**src/rtl/scrb_defs.svh**
```systemverilog
// Constants of the serial configuration register bank.
// Assumes a 50 MHz core clock; included by bare name.
`ifndef SCRB_DEFS_SVH
`define SCRB_DEFS_SVH

`define SCRB_ADDR_IFC      15'h0000
`define SCRB_ADDR_MODE     15'h0002
`define SCRB_ADDR_CLASS    15'h0003
`define SCRB_ADDR_USR      15'h0010

`define SCRB_SRST_BIT      7
`define SCRB_ASCEND_BIT    5
`define SCRB_RDPIN_BIT     4
`define SCRB_HOLD_BIT      0

`define SCRB_IFC_RST       8'h30
`define SCRB_MODE_RST      8'h00
`define SCRB_CLASS_HI_RST  4'h0
`define SCRB_USR_RST       8'h00
`define SCRB_MODE_PD       2'h3

`define SCRB_SRST_NS       750
`define SCRB_CLK_NS        20
`define SCRB_SRST_CYC      (`SCRB_SRST_NS / `SCRB_CLK_NS)

`endif

```
**src/rtl/scrb_pkg.sv**
```systemverilog
// Types of the serial configuration register bank.
// Constants live in scrb_defs.svh.
package scrb_pkg;

   typedef struct packed {
      logic cs_n;
      logic sclk;
      logic sdi;
   } scrb_pins_s;

   typedef enum logic [1:0] {
      ST_IDLE = 2'b00,
      ST_CMD  = 2'b01,
      ST_DATA = 2'b11
   } scrb_state_e;

endpackage : scrb_pkg

```
**src/rtl/scrb_config_bank.sv**
```systemverilog
// Serial slave with the general configuration registers.
// Assumes serial pins asynchronous to core_clk, clock idle low, mode 0.
`timescale 1ns/1ns
`include "scrb_defs.svh"

module scrb_config_bank #(
   parameter logic [3:0] DEV_CLASS = 4'h5  // Arbitrary value
) (
   input  wire logic core_clk,
   input  wire logic rst_n,
   input  wire logic spi_cs_n,
   input  wire logic spi_sclk,
   input  wire logic spi_sdi,
   output logic      serial_out_pin,
   output logic      serial_out_oe_n,
   output logic      chip_reset,
   output logic      power_down
);

   // ****************************************
   // Pin synchroniser
   // ****************************************
   scrb_pkg::scrb_pins_s pins_m_q;
   scrb_pkg::scrb_pins_s pins_s_q;
   logic                 sclk_d_q;
   logic                 rise;
   logic                 fall;

   always_ff @(posedge core_clk or negedge rst_n) begin
      if (!rst_n) begin
         pins_m_q <= '{cs_n: 1'b1, sclk: 1'b0, sdi: 1'b0};
         pins_s_q <= '{cs_n: 1'b1, sclk: 1'b0, sdi: 1'b0};
         sclk_d_q <= 1'b0;
      end else begin
         pins_m_q <= '{cs_n: spi_cs_n, sclk: spi_sclk, sdi: spi_sdi};
         pins_s_q <= pins_m_q;
         sclk_d_q <= pins_s_q.sclk;
      end
   end

   assign rise = pins_s_q.sclk & ~sclk_d_q;
   assign fall = ~pins_s_q.sclk & sclk_d_q;

   // ****************************************
   // Registers and decode
   // ****************************************
   logic [7:0]  ifc_q;
   logic [7:0]  mode_q;
   logic [3:0]  class_hi_q;
   logic [7:0]  usr_q;
   logic [5:0]  busy_cnt_q;
   logic        busy_q;
   scrb_pkg::scrb_state_e st_q;
   logic [3:0]  cnt_q;
   logic [14:0] sh_q;
   logic        rd_q;
   logic [14:0] addr_q;
   logic [7:0]  rsh_q;
   logic [6:0]  wsh_q;
   logic        xfer_ok;
   logic        byte_end;
   logic        wr_en;
   logic [7:0]  wr_data;
   logic        srst_fire;

   function automatic logic [7:0] rd_reg(input logic [14:0] a);
      case (a)
         `SCRB_ADDR_IFC:   rd_reg = ifc_q;
         `SCRB_ADDR_MODE:  rd_reg = mode_q;
         `SCRB_ADDR_CLASS: rd_reg = {class_hi_q, DEV_CLASS};
         `SCRB_ADDR_USR:   rd_reg = usr_q;
         default:          rd_reg = 8'h00;
      endcase
   endfunction : rd_reg

   function automatic logic [14:0] step(input logic [14:0] a);
      if (usr_q[`SCRB_HOLD_BIT])
         step = a;
      else if (ifc_q[`SCRB_ASCEND_BIT])
         step = 15'(a + 15'h0001);
      else
         step = 15'(a - 15'h0001);
   endfunction : step

   assign xfer_ok   = !busy_q && !pins_s_q.cs_n;
   assign byte_end  = xfer_ok && (st_q == scrb_pkg::ST_DATA) && rise && (cnt_q == 4'h7);
   assign wr_en     = byte_end && !rd_q;
   assign wr_data   = {wsh_q, pins_s_q.sdi};
   assign srst_fire = wr_en && (addr_q == `SCRB_ADDR_IFC) && wr_data[`SCRB_SRST_BIT];

   always_ff @(posedge core_clk or negedge rst_n) begin
      if (!rst_n) begin
         ifc_q      <= `SCRB_IFC_RST;
         mode_q     <= `SCRB_MODE_RST;
         class_hi_q <= `SCRB_CLASS_HI_RST;
         usr_q      <= `SCRB_USR_RST;
      end else if (srst_fire) begin
         ifc_q      <= `SCRB_IFC_RST;
         mode_q     <= `SCRB_MODE_RST;
         class_hi_q <= `SCRB_CLASS_HI_RST;
         usr_q      <= `SCRB_USR_RST;
      end else if (wr_en) begin
         case (addr_q)
            `SCRB_ADDR_IFC:   ifc_q <= {1'b0, wr_data[6:5], 1'b1, wr_data[3:0]};
            `SCRB_ADDR_MODE:  mode_q <= wr_data;
            `SCRB_ADDR_CLASS: class_hi_q <= wr_data[7:4];
            `SCRB_ADDR_USR:   usr_q <= wr_data;
            default:          usr_q <= usr_q;
         endcase
      end
   end

   // ****************************************
   // Soft reset timer
   // ****************************************
   always_ff @(posedge core_clk or negedge rst_n) begin
      if (!rst_n) begin
         busy_cnt_q <= 6'h00;
         busy_q     <= 1'b0;
      end else begin
         if (srst_fire)
            busy_cnt_q <= 6'(`SCRB_SRST_CYC);
         else if (busy_cnt_q != 6'h00)
            busy_cnt_q <= busy_cnt_q - 6'h01;
         busy_q <= srst_fire || (busy_cnt_q > 6'h01);
      end
   end

   // ****************************************
   // Serial frame engine
   // ****************************************
   always_ff @(posedge core_clk or negedge rst_n) begin
      if (!rst_n) begin
         st_q   <= scrb_pkg::ST_IDLE;
         cnt_q  <= 4'h0;
         sh_q   <= 15'h0000;
         rd_q   <= 1'b0;
         addr_q <= 15'h0000;
         rsh_q  <= 8'h00;
         wsh_q  <= 7'h00;
      end else if (!xfer_ok) begin
         st_q  <= scrb_pkg::ST_IDLE;
         cnt_q <= 4'h0;
      end else begin
         case (st_q)
            scrb_pkg::ST_IDLE: begin
               st_q  <= scrb_pkg::ST_CMD;
               cnt_q <= 4'h0;
            end
            scrb_pkg::ST_CMD: begin
               if (rise) begin
                  sh_q  <= {sh_q[13:0], pins_s_q.sdi};
                  cnt_q <= 4'(cnt_q + 4'h1);
                  if (cnt_q == 4'hF) begin
                     rd_q   <= sh_q[14];
                     addr_q <= {sh_q[13:0], pins_s_q.sdi};
                     rsh_q  <= rd_reg({sh_q[13:0], pins_s_q.sdi});
                     st_q   <= scrb_pkg::ST_DATA;
                     cnt_q  <= 4'h0;
                  end
               end
            end
            scrb_pkg::ST_DATA: begin
               if (rise) begin
                  wsh_q <= wr_data[6:0];
                  cnt_q <= 4'(cnt_q + 4'h1);
                  if (cnt_q == 4'h7) begin
                     cnt_q  <= 4'h0;
                     addr_q <= step(addr_q);
                     rsh_q  <= rd_reg(step(addr_q));
                  end
               end else if (fall) begin
                  rsh_q <= {rsh_q[6:0], 1'b0};
               end
            end
            default: st_q <= scrb_pkg::ST_IDLE;
         endcase
      end
   end

   // ****************************************
   // Outputs
   // ****************************************
   always_ff @(posedge core_clk or negedge rst_n) begin
      if (!rst_n) begin
         serial_out_pin  <= 1'b0;
         serial_out_oe_n <= 1'b1;
      end else if (xfer_ok && st_q == scrb_pkg::ST_DATA && rd_q) begin
         serial_out_oe_n <= 1'b0;
         if (fall)
            serial_out_pin <= rsh_q[7];
      end else begin
         serial_out_oe_n <= 1'b1;
      end
   end

   always_ff @(posedge core_clk or negedge rst_n) begin
      if (!rst_n) begin
         power_down <= 1'b0;
         chip_reset <= 1'b0;
      end else begin
         power_down <= (mode_q[1:0] == `SCRB_MODE_PD);
         chip_reset <= srst_fire || (busy_cnt_q > 6'h01);
      end
   end
endmodule : scrb_config_bank

```
**config.mk**
```make
export PLATFORM = sky130hd
export DESIGN_NAME = scrb_config_bank
export DESIGN_NICKNAME = d
export VERILOG_FILES = /design/src/rtl/scrb_pkg.sv /design/src/rtl/scrb_config_bank.sv
export VERILOG_INCLUDE_DIRS = /design/src /design/src/rtl
export SDC_FILE = /design/constraint.sdc
export NUM_CORES = 1
export LEC_CHECK = 0
export BUFFER_PORTS_ARGS = -buffer_cell sky130_fd_sc_hd__buf_4
export CORE_MARGIN = 8
export CORE_UTILIZATION = 40
export DETAILED_ROUTE_END_ITERATION = 6
export SLEW_MARGIN = 0
export SYNTH_ARGS = -nofsm -noshare
export SYNTH_HDL_FRONTEND = slang
export SYNTH_SLANG_ARGS = --single-unit
```
**constraint.sdc**
```tcl
create_clock -name core_clk -period 3.4 [get_ports core_clk]
set_input_delay 0 -clock core_clk [delete_from_list [all_inputs] [get_ports core_clk]]
set_output_delay 0 -clock core_clk [all_outputs]
set_load 0.1 [all_outputs]
```
# --- Word level (Yosys, flattened, before mapping) ---
# Cells that the tools add are included.
totals:
  latch_bits: 0
  regBits: 97
  ram_bits: 0
  rom_bits: 0
  wordCells: 135
  inputBits: 5
  output_inout_bits: 4
  mem_count: 0
op_classes:
  div: 0
  reduce_logical: 36
  multipliers: 0
  n_bitwise: 4
  n_eq_ne: 25
  n_addsub: 4
  magnitude_cmp: 1
  shifts: 0
  n_mux: 42
ops:
  columns: ["operator", "count"]
  rows:
  - ["2-to-1 mux 15 bit", 8]
  - ["2-to-1 mux 8 bit", 14]
  - ["== test 15 x 2 -> 1 bit, second input constant", 6]
  - ["one-hot mux 8 bit (4 select lines)", 2]
  - ["== test 15 x 5 -> 1 bit, second input constant", 3]
  - ["zero test 15 bit", 3]
  - ["2-to-1 mux 4 bit", 8]
  - ["one-hot mux 15 bit (2 select lines)", 1]
  - ["one-hot mux 8 bit (2 select lines)", 1]
  - ["adder 15 x 1 -> 15 bit, second input constant", 1]
  - ["subtractor 15 x 1 -> 15 bit, second input constant", 1]
  - ["nonzero test 2 bit", 7]
  - ["2-to-1 mux 6 bit", 2]
  - ["inequality test 3 bit, second input constant", 4]
  - ["one-hot mux 4 bit (3 select lines)", 1]
  - ["AND reduction 3 bit", 4]
  - ["AND reduction 6 bit", 2]
  - ["AND reduction 2 bit", 5]
  - ["logical AND 1 bit", 8]
  - ["inequality test 2 bit, second input constant", 4]
  - ["> comparator 6 x 1 -> 1 bit, second input constant", 1]
  - ["2-to-1 mux 2 bit", 3]
  - ["one-hot mux 2 bit (3 select lines)", 1]
  - ["nonzero test 6 bit", 1]
  - ["other kinds (16)", 21]

# --- Depth between registers and ports, before layout ---
# Gate-level depths: netlist (run 1).
logic_depth:
  word_depth: 12
  depth_mapped: 12
  ltp_nobuf: 10

# --- Least setup slack after synthesis (run 1) ---
# Ideal clock, no wire load.
synth_timing:
  kind: "reg-to-reg"
  from: "register ifc_q[5]"
  to: "register rsh_q[4]"
  setup_time_ns: 0.095
  arrival_ns: 3.147
  n_path_buf: 0
  slack_ns: 0.158
  synth_period_minus_slack_ns: 3.242
  stages_incl_launch_ff: 11
  required_ns: 3.305
  path_cell_list: "dfstp_2 -> inv_1 -> fa_1 -> a21o_1 -> a221oi_2 -> o21ai_1 -> xor2_1 -> mux2i_4 -> o2111ai_4 -> or4_4 -> o31ai_1"
synth_between:
  elab_chain_cells: 11
  word_cells_on_any_way: 14
  cone_classes: "3 x eq/ne; 10 x mux; 1 x reduce/logical"
synth_rtl:
  columns: ["element", "line", "source"]
  rows:
  - ["from (decl)", "scrb_config_bank.sv:47", "logic [7:0] ifc_q;"]
  - ["from (signal assigned)", "scrb_config_bank.sv:93", "ifc_q <= `SCRB_IFC_RST;"]
  - ["from (signal assigned)", "scrb_config_bank.sv:98", "ifc_q <= `SCRB_IFC_RST;"]
  - ["from (signal assigned)", "scrb_config_bank.sv:104", "`SCRB_ADDR_IFC: ifc_q <= {1'b0, wr_data[6:5], 1'b1, wr_data[3:0]};"]
  - ["2-to-1 mux 15 bit *", "scrb_config_bank.sv:79", "else if (ifc_q[`SCRB_ASCEND_BIT])"]
  - ["2-to-1 mux 15 bit *", null, null]
  - ["2-to-1 mux 15 bit *", "scrb_config_bank.sv:167", "if (cnt_q == 4'h7) begin"]
  - ["2-to-1 mux 15 bit *", "scrb_config_bank.sv:164", "if (rise) begin"]
  - ["2-to-1 mux 15 bit *", "scrb_config_bank.sv:145", "case (st_q)"]
  - ["2-to-1 mux 15 bit *", "scrb_config_bank.sv:141", "end else if (!xfer_ok) begin"]
  - ["== test 15 x 5 -> 1 bit, or another cell as far along", "scrb_config_bank.sv:67", "case (a)"]
  - ["one-hot mux 8 bit (4 select lines) *", "scrb_config_bank.sv:67", null]
  - ["2-to-1 mux 8 bit *", "scrb_config_bank.sv:167", null]
  - ["2-to-1 mux 8 bit *", "scrb_config_bank.sv:164", null]
  - ["one-hot mux 8 bit (2 select lines) *", "scrb_config_bank.sv:145", null]
  - ["to (signal assigned)", "scrb_config_bank.sv:157", "rsh_q <= rd_reg({sh_q[13:0], pins_s_q.sdi});"]
  - ["to (signal assigned)", "scrb_config_bank.sv:170", "rsh_q <= rd_reg(step(addr_q));"]
  - ["to (signal assigned)", "scrb_config_bank.sv:173", "rsh_q <= {rsh_q[6:0], 1'b0};"]
  - ["to (decl)", "scrb_config_bank.sv:58", "logic [7:0] rsh_q;"]
# Every way passes the cells marked *; elsewhere a longest branch is shown, timed or not. The select of a mux whose other input is x is not followed.
# A chain may end at the register's enable or synchronous reset.

# --- Final worst setup path (run 1) ---
layout_timing:
  from: "register ifc_q[5]"
  to: "register rsh_q[5]"
layout_between:
  elab_chain_cells: 11
  word_cells_on_any_way: 17
  cone_classes: "3 x eq/ne; 13 x mux; 1 x reduce/logical"
layout_rtl:
  columns: ["element", "line"]
  rows:
  - ["2-to-1 mux 15 bit", "scrb_config_bank.sv:79"]
  - ["2-to-1 mux 15 bit", null]
  - ["2-to-1 mux 15 bit", "scrb_config_bank.sv:167"]
  - ["2-to-1 mux 15 bit", "scrb_config_bank.sv:164"]
  - ["2-to-1 mux 15 bit", "scrb_config_bank.sv:145"]
  - ["2-to-1 mux 15 bit", "scrb_config_bank.sv:141"]
  - ["== test 15 x 5 -> 1 bit, or another cell as far along", "scrb_config_bank.sv:67"]
  - ["one-hot mux 8 bit (4 select lines)", "scrb_config_bank.sv:67"]
  - ["2-to-1 mux 8 bit", "scrb_config_bank.sv:167"]
  - ["2-to-1 mux 8 bit", "scrb_config_bank.sv:164"]
  - ["one-hot mux 8 bit (2 select lines) *", "scrb_config_bank.sv:145"]
# Marks and branches as above.

==> results of run 1 <==
-- per-layer routing --
metal / vias up / track usage, % / wire, um / part of all wire (%)
met5: - / 0 / 0 / 0
li1: 2321 / - / - / -
met4: 0 / 7.588 / 435 / 2.9
met2: 106 / 27.67 / 7286 / 49
met3: 33 / 3.009 / 496 / 3.3
met1: 2387 / 21.41 / 6761 / 45
-- worst max path at each step --
stage / to / slack, ns / depth (start not counted)
after global routing: rsh_q[5]$_DFFE_PN0P_ / -0.01 / 12
after floorplan: rsh_q[4]$_DFFE_PN0P_ / 0.16 / 10
after global placement: rsh_q[4]$_DFFE_PN0P_ / 0.09 / 12
final: rsh_q[5]$_DFFE_PN0P_ / 0.1 / 12
after CTS: rsh_q[5]$_DFFE_PN0P_ / 0.007 / 12
after detailed placement: rsh_q[5]$_DFFE_PN0P_ / -0.009 / 11
-- critical path, delay by kind of cell (launching register included) --
kind                     cells  cell delay (ns)
AND/OR/NAND/NOR              4             1.09
AO/OA/AOI/OAI                4             0.83
flip-flops                   1             0.54
adder cells (fa/ha/maj)      1             0.38
buffers and inverters        3             0.37
-- cell type report --
cell class	instances	area share [%]
multi-input combinational	470	48.78
clock buffer	10	3.670
sequential	95	36.58
clock inverter	6	0.8261
tap	180	3.458
inverter	23	1.326
timing repair buffer	44	5.360
-- cell families (layout without fill, tap and decap cells) --
kind of cell             Yosys count  count (layout)  synth area share, %
AO/OA/AOI/OAI                    185             185                20.77
flip-flops                        95              95                42.02
AND/OR/NAND/NOR                  204             204                17.28
XOR/XNOR                          11              11                1.699
adder cells (fa/ha/maj)           22              22                4.988
multiplexers                      48              48                9.336
buffers and inverters             56              83                3.906
-- sequential cells by signal, summed over array words and instances, names as in the netlist, 4 cells and up --
signal      flops
ifc_q           6
class_hi_q      4
usr_q           8
busy_cnt_q      6
cnt_q           4
mode_q          8
wsh_q           7
sh_q           15
rsh_q           8
addr_q         15
-- repair_timing --
action                                  CTS  global route
hold buffers                              4             0
endpoints found under the setup margin    1             8
pin swaps                                 3             2
gates resized for setup                   2            23
setup buffers                             4             0
hold endpoints to repair                 82             0
-- per-stage QoR --
step / area, sq um / hold WS [ns]
CTS: 6414 / 0.2896
global placement: 6042 / 0.1079
floorplan: 5669 / -0.2956
detailed placement: 6042 / 0.1106
finish: 6513 / 0.3008
global route: 6513 / 0.2936
-- cells in the final DEF, fill, tap and decap left out, types with 4 or more instances in the layout --
cell type and count:
a211oi_1 4, a21o_1 5, a21oi_1 37, a22oi_1 20, a32oi_1 4, and3_1 7
buf_4 38, clkbuf_16 9, dfrtp_1 91, dfstp_2 4, dlygate4sd3_1 4, ha_1 12
ha_2 6, inv_1 22, mux2_2 29, mux2i_1 18, nand2_1 89, nand2b_1 4
nand3_1 11, nand4_1 7, nor2_1 28, nor2b_1 4, nor3_1 12, nor4_1 9
o211ai_1 6, o21ai_0 59, o21ai_1 10, o31a_1 5, o31ai_1 9, or2_1 4
or3_1 9, or4_1 6, xnor2_1 4, xor2_1 5
-- power by group through the flow --
stage / Sequential (W) / Clock [W] / Combinational [W]
final: 0.00122 / 0.000987 / 0.000228
after global routing: 0.00123 / 0.00105 / 0.000257
after CTS: 0.00122 / 0.00100 / 0.000227
after detailed placement: 0.00124 / 0 / 0.000223
after global placement: 0.00124 / 0 / 0.000218
after floorplan: 0.00121 / 0 / 0.000167
==> metrics.txt, run 1 <==
WHS Endpoint pins_m_q[0]$_DFF_PN0_; syn_area_per_cell 9.129 sq um; slowest cell on the critical path or4_4; num rows 43; top-area cell type share of the netlist area approximately 40%; dpl cells roughly 800; first-pass GRT wire length approximately 25000 um; Hold Crit Class in -> reg; Most used DFF post-synth dfrtp_1; largest net degree at the start of global routing 83; synth top area cells dfrtp_1 (40%), nand2_1 (5.9%), mux2_2 (5.8%); synthesized area between 5000 and 6000 sq um; vias in the first global route just under 5000; Fmax just over 0.3 GHz; area occupied by multi-input gates 3177 sq um; n_diodes 0; GR Util All Layers between 15 and 20%; Yosys cell types slightly below 60; Crit Path Category reg -> reg; Fillers around 1300; Hold Path Depth 2; crit-path max FO 14; final worst path period share 97.08%; terminus of the critical flop-to-flop path rsh_q[5]$_DFFE_PN0P_; crit-path max cell delay roughly 0.57 ns; Relative slew margins between 10% and 20%; FF-to-FF setup slack 0.1 ns; max cap viols 0; post-synth top area cell dfrtp_1; Final WS setup just under 0.1 ns; critical-path cell list inv_2 -> buf_12 -> ha_1 -> a21oi_1 -> o21ai_2 -> nor3_1 -> nor3b_1 -> buf_4 -> nor3_2 -> o2111ai_4 -> or4_4 -> o31ai_1; gpl congestion 0.8621; Clk pwr share 40.5%; register area around 2400 sq um; Max clock buf depth 2; antenna-violating nets left 0; reg2reg path depth 12; TritonCTS buffer count 9; Cell Int Power 0.001778 W; final core utilization 46.92%; CP endpoint kind register; pwr/cell area 374.6 nW/um^2; layout cells sized above 1 17.75%; clock transition at the registers of the reported paths approximately 0.070 ns; Max IR drop VDD about 0.00027 V; Die X 135.1 um; pre-CTS setup slack -0.008986 ns; die area 18240 sq um; first drt pass iteration count 6; Sw Ratio 27.10%; Starting Density about two fifths; measured slew at the worst slew-check pin 1.253 ns; asr flop ratio synth 100.0%; FF+latch count, synth 95; Comb power frac a little under a tenth; Critical Path RT 3.65 ns; setup violators final 0; switching pwr 0.0006611 W; grt total ovfl 0; Vias 4847; fin cells ~830; number of I/O pins 9; Seq/Total Area, Yosys 42.02%; H-tree depth 3; core area ~14000 sq um; most frequent cell after synthesis dfrtp_1; WL final 14980 um; Design Power ~0.0024 W; nets 670; Area growth syn-to-layout 14.88%; Setup Skew 0.007677 ns; min Tclk post-route approximately 3.3 ns; clk root buf clkbuf_16; chip height 135.1 um; status completed; static leakage 2.886 nW; post-synthesis cell count 621; worst r2r src ifc_q[5]$_DFFE_PN1P_; syn_nets 648; Clock Sinks 95; initial drt markers 418; final-report hold violation count 0; DRC 0; routed wire length per instance 18.09 um; CP startpoint ifc_q[5]$_DFFE_PN1P_; hold_sp spi_sdi; Arr. time, crit path 3.55 ns; vias per cell 5.854; Seq pwr share between 50% and 60%; Post-synth EDFFs 0; I/O Buffers 8; Ys Warns 0; final slew viol count 0; CTS tree yes; initial antenna violation count 0; Setup Total Neg Slack 0 ns; Worst-Skew Late Latency 0.35 ns; Worst setup SP type register; top cells by instance count after synthesis dfrtp_1 (91), nand2_1 (89), o21ai_0 (60); DP HPWL between 10000 and 15000 um
Power figures use the tool's default switching activity.
==> run 2, diff against run 1 <==
--- a/config.mk
+++ b/config.mk
@@ -7,9 +7,12 @@
 export NUM_CORES = 1
 export LEC_CHECK = 0
 export BUFFER_PORTS_ARGS = -buffer_cell sky130_fd_sc_hd__buf_4
+export CELL_PAD_IN_SITES_DETAIL_PLACEMENT = 0
+export CELL_PAD_IN_SITES_GLOBAL_PLACEMENT = 1
 export CORE_MARGIN = 8
 export CORE_UTILIZATION = 40
 export DETAILED_ROUTE_END_ITERATION = 6
+export PLACE_DENSITY_LB_ADDON = 0.1
 export SLEW_MARGIN = 0
 export SYNTH_ARGS = -nofsm -noshare
 export SYNTH_HDL_FRONTEND = slang
==> metrics.txt, run 2 (same netlist as run 1, synthesis figures left out) <==
final instance area 6710 sq um (+3.0%); max cap viols 0 (unchanged); crit-path max cell delay 0.56 ns (about the same); CP endpoint kind register; setup violators final 1 (+1); WL final 15720 um (+5.0%); grt total ovfl 0 (unchanged); Clk pwr share 41.1% (+0.6 points); FF-to-FF setup slack -0.002 ns (-0.10 ns); number of I/O pins 9 (unchanged); Cell Int Power 0.001826 W (+2.7%); Seq pwr share 49.7% (-0.5 points); Worst-Skew Late Latency 0.35 ns (about the same); min Tclk post-route 3.402 ns (+0.1013 ns); nets 676 (+0.90%); status finished with violations; static leakage 2.940 nW (+1.9%); initial drt markers 322 (-23%); vias per cell 5.718 (-2.3%); critical-path cell list clkinvlp_4 -> buf_8 -> ha_4 -> buf_4 -> nand4_1 -> nor3_2 -> a211oi_1 -> a2111o_1 -> buf_6 -> or4_4 -> o31ai_4 -> or2_1; clk root buf clkbuf_16; cell family with most CP delay simple AND/OR/NAND/NOR gates; largest net degree at the start of global routing 57 (-31%); Max clock buf depth 2 (unchanged); Critical Path RT 3.69 ns (+0.04 ns); chip height 135.1 um (unchanged); dpl cells 802 (-0.25%); Sw Ratio 26.07% (-1.0 points); pre-CTS setup slack -0.05317 ns (-0.04418 ns); pwr/cell area 368.1 nW/um^2 (-1.7%); Comb power frac 9.2% (-0.2 points); Area growth syn-to-layout 18.36%; num rows 43 (unchanged); clock transition at the registers of the reported paths 0.07 ns (about the same); first-pass GRT wire length 25080 um (+1.8%); final-report hold violation count 0 (unchanged); Clock Sinks 95 (unchanged); Crit Path Category reg -> reg; Regs by FF count addr_q: 15 flops, sh_q: 15 flops; I/O Buffers 8 (unchanged); Vias 4769 (-1.6%); Max IR drop VDD 0.0003439 V (+25%); layout cells sized above 1 20.49% (+2.7 points); final worst path period share 100.1% (+3.0 points); Relative slew margins 20.76% (+4.6 points); initial antenna violation count 0 (unchanged); core area 13880 sq um (unchanged); Placed Instance Area 6015 sq um (-0.46%); gpl congestion 0.8404 (-2.5%); H-tree depth 3 (unchanged); commonest non-fill, non-tap cell in the layout dfrtp_1; DRC 0 (unchanged); Setup Skew 0.008149 ns (+0.0004727 ns); crit-path max FO 8 (-6); measured slew at the worst slew-check pin 1.183 ns (-0.06919 ns); TritonCTS buffer count 9 (unchanged); Starting Density 40.84% (unchanged); RSZ-0062 raised after global routing yes; switching pwr 0.0006439 W (-2.6%); Buf+Inv Stages, Crit Path 4 (+1); vias in the first global route 4649 (-3.4%); routed wire length per instance 18.85 um (+4.2%); die area 18240 sq um (unchanged); GR Util All Layers 17.29% (+0.36 points); Final WS setup -0.002024 ns (-0.1013 ns); fin cells 834 (+0.72%); DP HPWL 11090 um (+5.2%); Fmax 0.2939 GHz (-3.0%); most frequent cells in the layout dfrtp_1 (91), nand2_1 (89), o21ai_0 (59), buf_4 (41), a21oi_1 (34); Hold Crit Class in -> async; Arr. time, crit path 3.69 ns (+0.14 ns); Worst setup SP type register; antenna-violating nets left 0 (unchanged); violated checks setup timing; slowest cell on the critical path dfstp_2; Die X 135.1 um (unchanged); n_diodes 0 (unchanged); CTS tree yes; first drt pass iteration count 6 (unchanged); final slew viol count 0 (unchanged)
[run 2: changes by cell type in the layout (fill, tap and decap cells not counted), moves of 3 or more]
cell / delta
ha_1: -3
buf_4: +3
buf_6: +3
a21oi_1: -3
ha_4: +5
[run 2: worst register-to-register path, delay by kind of cell (launching register included)]
family,cells,cell delay (ns)
fa+ha+maj,1,0.31
compound gates,3,0.69
flops,1,0.56
simple gates,4,1.09
buf+inv,4,0.69
[run 2: what timing repair did]
item                       CTS  global route
hold endpoints to repair    56             0
hold buffers                 4             0
gates resized for setup     25            26
setup endpoints to repair    6             8
buffers inserted             6             6
pin swaps                    9            18
[run 2: per-stage QoR]
stage | total power [W] | util (%) | setup TNS (ns) | hold slack (ns)
floorplan | 0.001379 | - | 0 | -0.2956
global placement | 0.001466 | 43.33 | 0 | 0.1082
detailed placement | 0.001466 | 43.33 | -0.09843 | 0.1094
CTS | 0.002498 | 46.97 | 0 | 0.2955
global route | 0.002574 | 48.34 | -0.4969 | 0.3048
finish | 0.002470 | 48.34 | -0.002024 | 0.2860
[run 2: power groups by stage]
stage / combinational, W / sequential, W / clock (W)
global route: 0.000251 / 0.00123 / 0.00109
floorplan: 0.000167 / 0.00121 / 0
finish: 0.000226 / 0.00123 / 0.00102
CTS: 0.000223 / 0.00123 / 0.00105
global placement: 0.000220 / 0.00125 / 0
detailed placement: 0.000219 / 0.00125 / 0
[run 2: layout make-up]
type	instances	area (sq um)
fillers	1332	7171
multi-input cells	470	3319
flip-flops and latches	95	2382
repair buffers	50	400.4
clock buffers	11	232.7
well taps	180	225.2
inverters	23	90.09
clock inverters	5	60.06
[run 2: path summary, 6_finish.rpt]
check,end,startpoint,depth (start not counted)
setup / recovery,rsh_q[0]$_DFFE_PN0P_,ifc_q[5]$_DFFE_PN1P_,12
hold / removal,addr_q[13]$_DFFE_PN0P_,rst_n,2
setup reg to reg,rsh_q[0]$_DFFE_PN0P_,ifc_q[5]$_DFFE_PN1P_,12
hold reg to reg,pins_s_q[1]$_DFF_PN0_,pins_m_q[1]$_DFF_PN0_,0
max in group asynchronous,pins_m_q[2]$_DFF_PN1_,rst_n,3
min in group core_clk,pins_m_q[0]$_DFF_PN0_,spi_sdi,2
[run 2: metal layers]
metal	global-route usage, %	up-vias	wire, um
met5	0	-	0
met4	4.442	0	174
met3	3.640	12	457
met2	27.95	79	7678
met1	22.98	2350	7411
li1	-	2328	-
==> run 3, diff against run 2 <==
--- a/config.mk
+++ b/config.mk
@@ -11,8 +11,10 @@
 export CELL_PAD_IN_SITES_GLOBAL_PLACEMENT = 1
 export CORE_MARGIN = 8
 export CORE_UTILIZATION = 40
+export CTS_CLUSTER_SIZE = 14
 export DETAILED_ROUTE_END_ITERATION = 6
 export PLACE_DENSITY_LB_ADDON = 0.1
+export RECOVER_POWER = 25
 export SLEW_MARGIN = 0
 export SYNTH_ARGS = -nofsm -noshare
 export SYNTH_HDL_FRONTEND = slang
==> metrics.txt, run 3 (same netlist as run 1, synthesis figures left out) <==
status finished with violations; violated checks capacitance limit, slew limit, setup timing; n_diodes 0 (unchanged); Clock Sinks 95 (unchanged); hold_sp spi_sdi; Final WS setup -0.002241 ns (-0.0002172 ns); Hold Path Depth 2; met2 WL post-DR 7696 um (+0.23%); Arr. time, crit path 3.69 ns (about the same); TritonCTS buffer count 9 (unchanged); met3 WL 437 um (-4.4%); most frequent cells in the layout dfrtp_1 (91), nand2_1 (89), o21ai_0 (59), buf_4 (37), a21oi_1 (34); initial antenna violation count 0 (unchanged); Starting Density 40.84% (unchanged); min Tclk post-route 3.402 ns (+0.0002172 ns); GR Util All Layers 17.29% (unchanged); WL final 15740 um (about the same); Clk pwr share 41.1% (about the same); chip height 135.1 um (unchanged); first-pass GRT wire length 25080 um (unchanged); crit-path max FO 8 (unchanged); Cell Int Power 0.001825 W (about the same); DP HPWL 11090 um (unchanged); CP endpoint kind register; register area 2382 sq um (unchanged); clock transition at the registers of the reported paths 0.07 ns (about the same); commonest non-fill, non-tap cell in the layout dfrtp_1; num rows 43 (unchanged); reg2reg path depth 12 (unchanged); final worst path period share 100.1% (about the same); final-report hold violation count 0 (unchanged); CTS tree yes; Max IR drop VDD 0.0003437 V (about the same); RSZ-0062 raised after global routing yes; Die X 135.1 um (unchanged); setup violators final 1 (unchanged); FF-to-FF setup slack -0.002 ns (about the same); pwr/cell area 368.1 nW/um^2 (about the same); nets 676 (unchanged); Seq pwr share 49.8% (about the same); Regs by FF count addr_q: 15 flops, sh_q: 15 flops; initial drt markers 325 (+0.93%); I/O Buffers 8 (unchanged); final slew viol count 57 (+57); WL met1 7426 um (+0.20%); switching pwr 0.0006440 W (about the same); measured slew at the worst slew-check pin 1.513 ns (+0.3295 ns); grt total ovfl 0 (unchanged); max cap viols 1 (+1); Fmax 0.2939 GHz (about the same); Fillers 1333 (+0.075%); WHS Endpoint pins_m_q[0]$_DFF_PN0_; pre-CTS setup slack -0.05317 ns (unchanged); routed wire length per instance 18.87 um (about the same); Crit Path Category reg -> reg; gpl congestion 0.8404 (unchanged); vias in the first global route 4649 (unchanged); area occupied by multi-input gates 3319 sq um (unchanged); core area 13880 sq um (unchanged); Max clock buf depth 2 (unchanged); Sw Ratio 26.08% (about the same); first drt pass iteration count 6 (unchanged); Comb power frac 9.1% (about the same); largest net degree at the start of global routing 57 (unchanged); Relative slew margins -0.8604% (-22 points); worst r2r src ifc_q[5]$_DFFE_PN1P_; Setup Skew 0.007833 ns (-0.0003167 ns); final core utilization 48.32% (about the same); Worst-Skew Late Latency 0.35 ns (about the same); die area 18240 sq um (unchanged); number of I/O pins 9 (unchanged); clk root buf clkbuf_16; Vias 4773 (+0.084%); Worst setup SP type register; terminus of the critical flop-to-flop path rsh_q[0]$_DFFE_PN0P_; static leakage 2.937 nW (about the same); DRC 0 (unchanged); H-tree depth 3 (unchanged); Critical Path RT 3.69 ns (about the same); vias per cell 5.723 (about the same); layout cells sized above 1 20.49% (unchanged); Hold Crit Class in -> reg; Area growth syn-to-layout 18.32% (about the same); uppermost layer routed met4; antenna-violating nets left 0 (unchanged)
==> run 3: area by class of cell <==
| class | count | area share [%] |
|---|---|---|
| well taps | 180 | 3.358 |
| clock inverters | 5 | 0.8954 |
| clock buffers | 11 | 3.470 |
| inverters | 23 | 1.343 |
| repair buffers | 50 | 5.932 |
| flip-flops and latches | 95 | 35.52 |
| multi-input cells | 470 | 49.49 |
==> run 3: power groups by stage <==
| stage | Sequential [W] | Clock, W | Combinational [W] |
|---|---|---|---|
| floorplan | 0.00121 | 0 | 0.000167 |
| global route | 0.00123 | 0.00109 | 0.000251 |
| finish | 0.00123 | 0.00101 | 0.000226 |
| CTS | 0.00123 | 0.00105 | 0.000223 |
| detailed placement | 0.00125 | 0 | 0.000219 |
| global placement | 0.00125 | 0 | 0.000220 |
==> run 3: per-stage QoR <==
step	TNS (ns)	total power [W]	instances	area (sq um)	hold slack (ns)
after floorplan	0	0.001379	621	5669	-0.2956
after global placement	0	0.001466	802	6015	0.1082
after detailed placement	-0.09843	0.001466	802	6015	0.1094
after CTS	0	0.002498	828	6520	0.2955
after global routing	-0.4969	0.002573	834	6708	0.3243
final	-0.002241	0.002469	834	6708	0.3168
==> run 3: what timing repair did <==
item | CTS | global route
setup buffers | 6 | 6
setup endpoints to repair | 6 | 8
gates resized for setup | 25 | 26
hold buffers | 4 | 0
hold endpoints to repair | 56 | 0
pin swaps | 9 | 18
==> run 3: how the worst max path moves through the flow <==
| stage | start | endpoint | cells past startpoint |
|---|---|---|---|
| floorplan | ifc_q[5]$_DFFE_PN1P_ | rsh_q[4]$_DFFE_PN0P_ | 10 |
| global route | ifc_q[5]$_DFFE_PN1P_ | rsh_q[0]$_DFFE_PN0P_ | 12 |
| detailed placement | ifc_q[5]$_DFFE_PN1P_ | rsh_q[6]$_DFFE_PN0P_ | 11 |
| finish | ifc_q[5]$_DFFE_PN1P_ | rsh_q[0]$_DFFE_PN0P_ | 12 |
| global placement | ifc_q[5]$_DFFE_PN1P_ | rsh_q[6]$_DFFE_PN0P_ | 11 |
| CTS | ifc_q[5]$_DFFE_PN1P_ | rsh_q[6]$_DFFE_PN0P_ | 11 |
==> run 3: worst max-delay path: stages, from the launching register on <==
cell,delay (ns)
dfstp_2,0.56
clkinvlp_4,0.19
buf_8,0.21
ha_4,0.31
buf_4,0.14
nand4_1,0.17
nor3_2,0.26
a211oi_1,0.08
a2111o_1,0.38
buf_6,0.15
or4_4,0.54
o31ai_4,0.23
or2_1,0.12
==> run 3: metal layers <==
layer  GRT usage, %  vias to the layer above
li1               -                     2327
met1          22.98                     2356
met2          27.95                       78
met3          3.640                       12
met4          4.442                        0
met5              0                        -
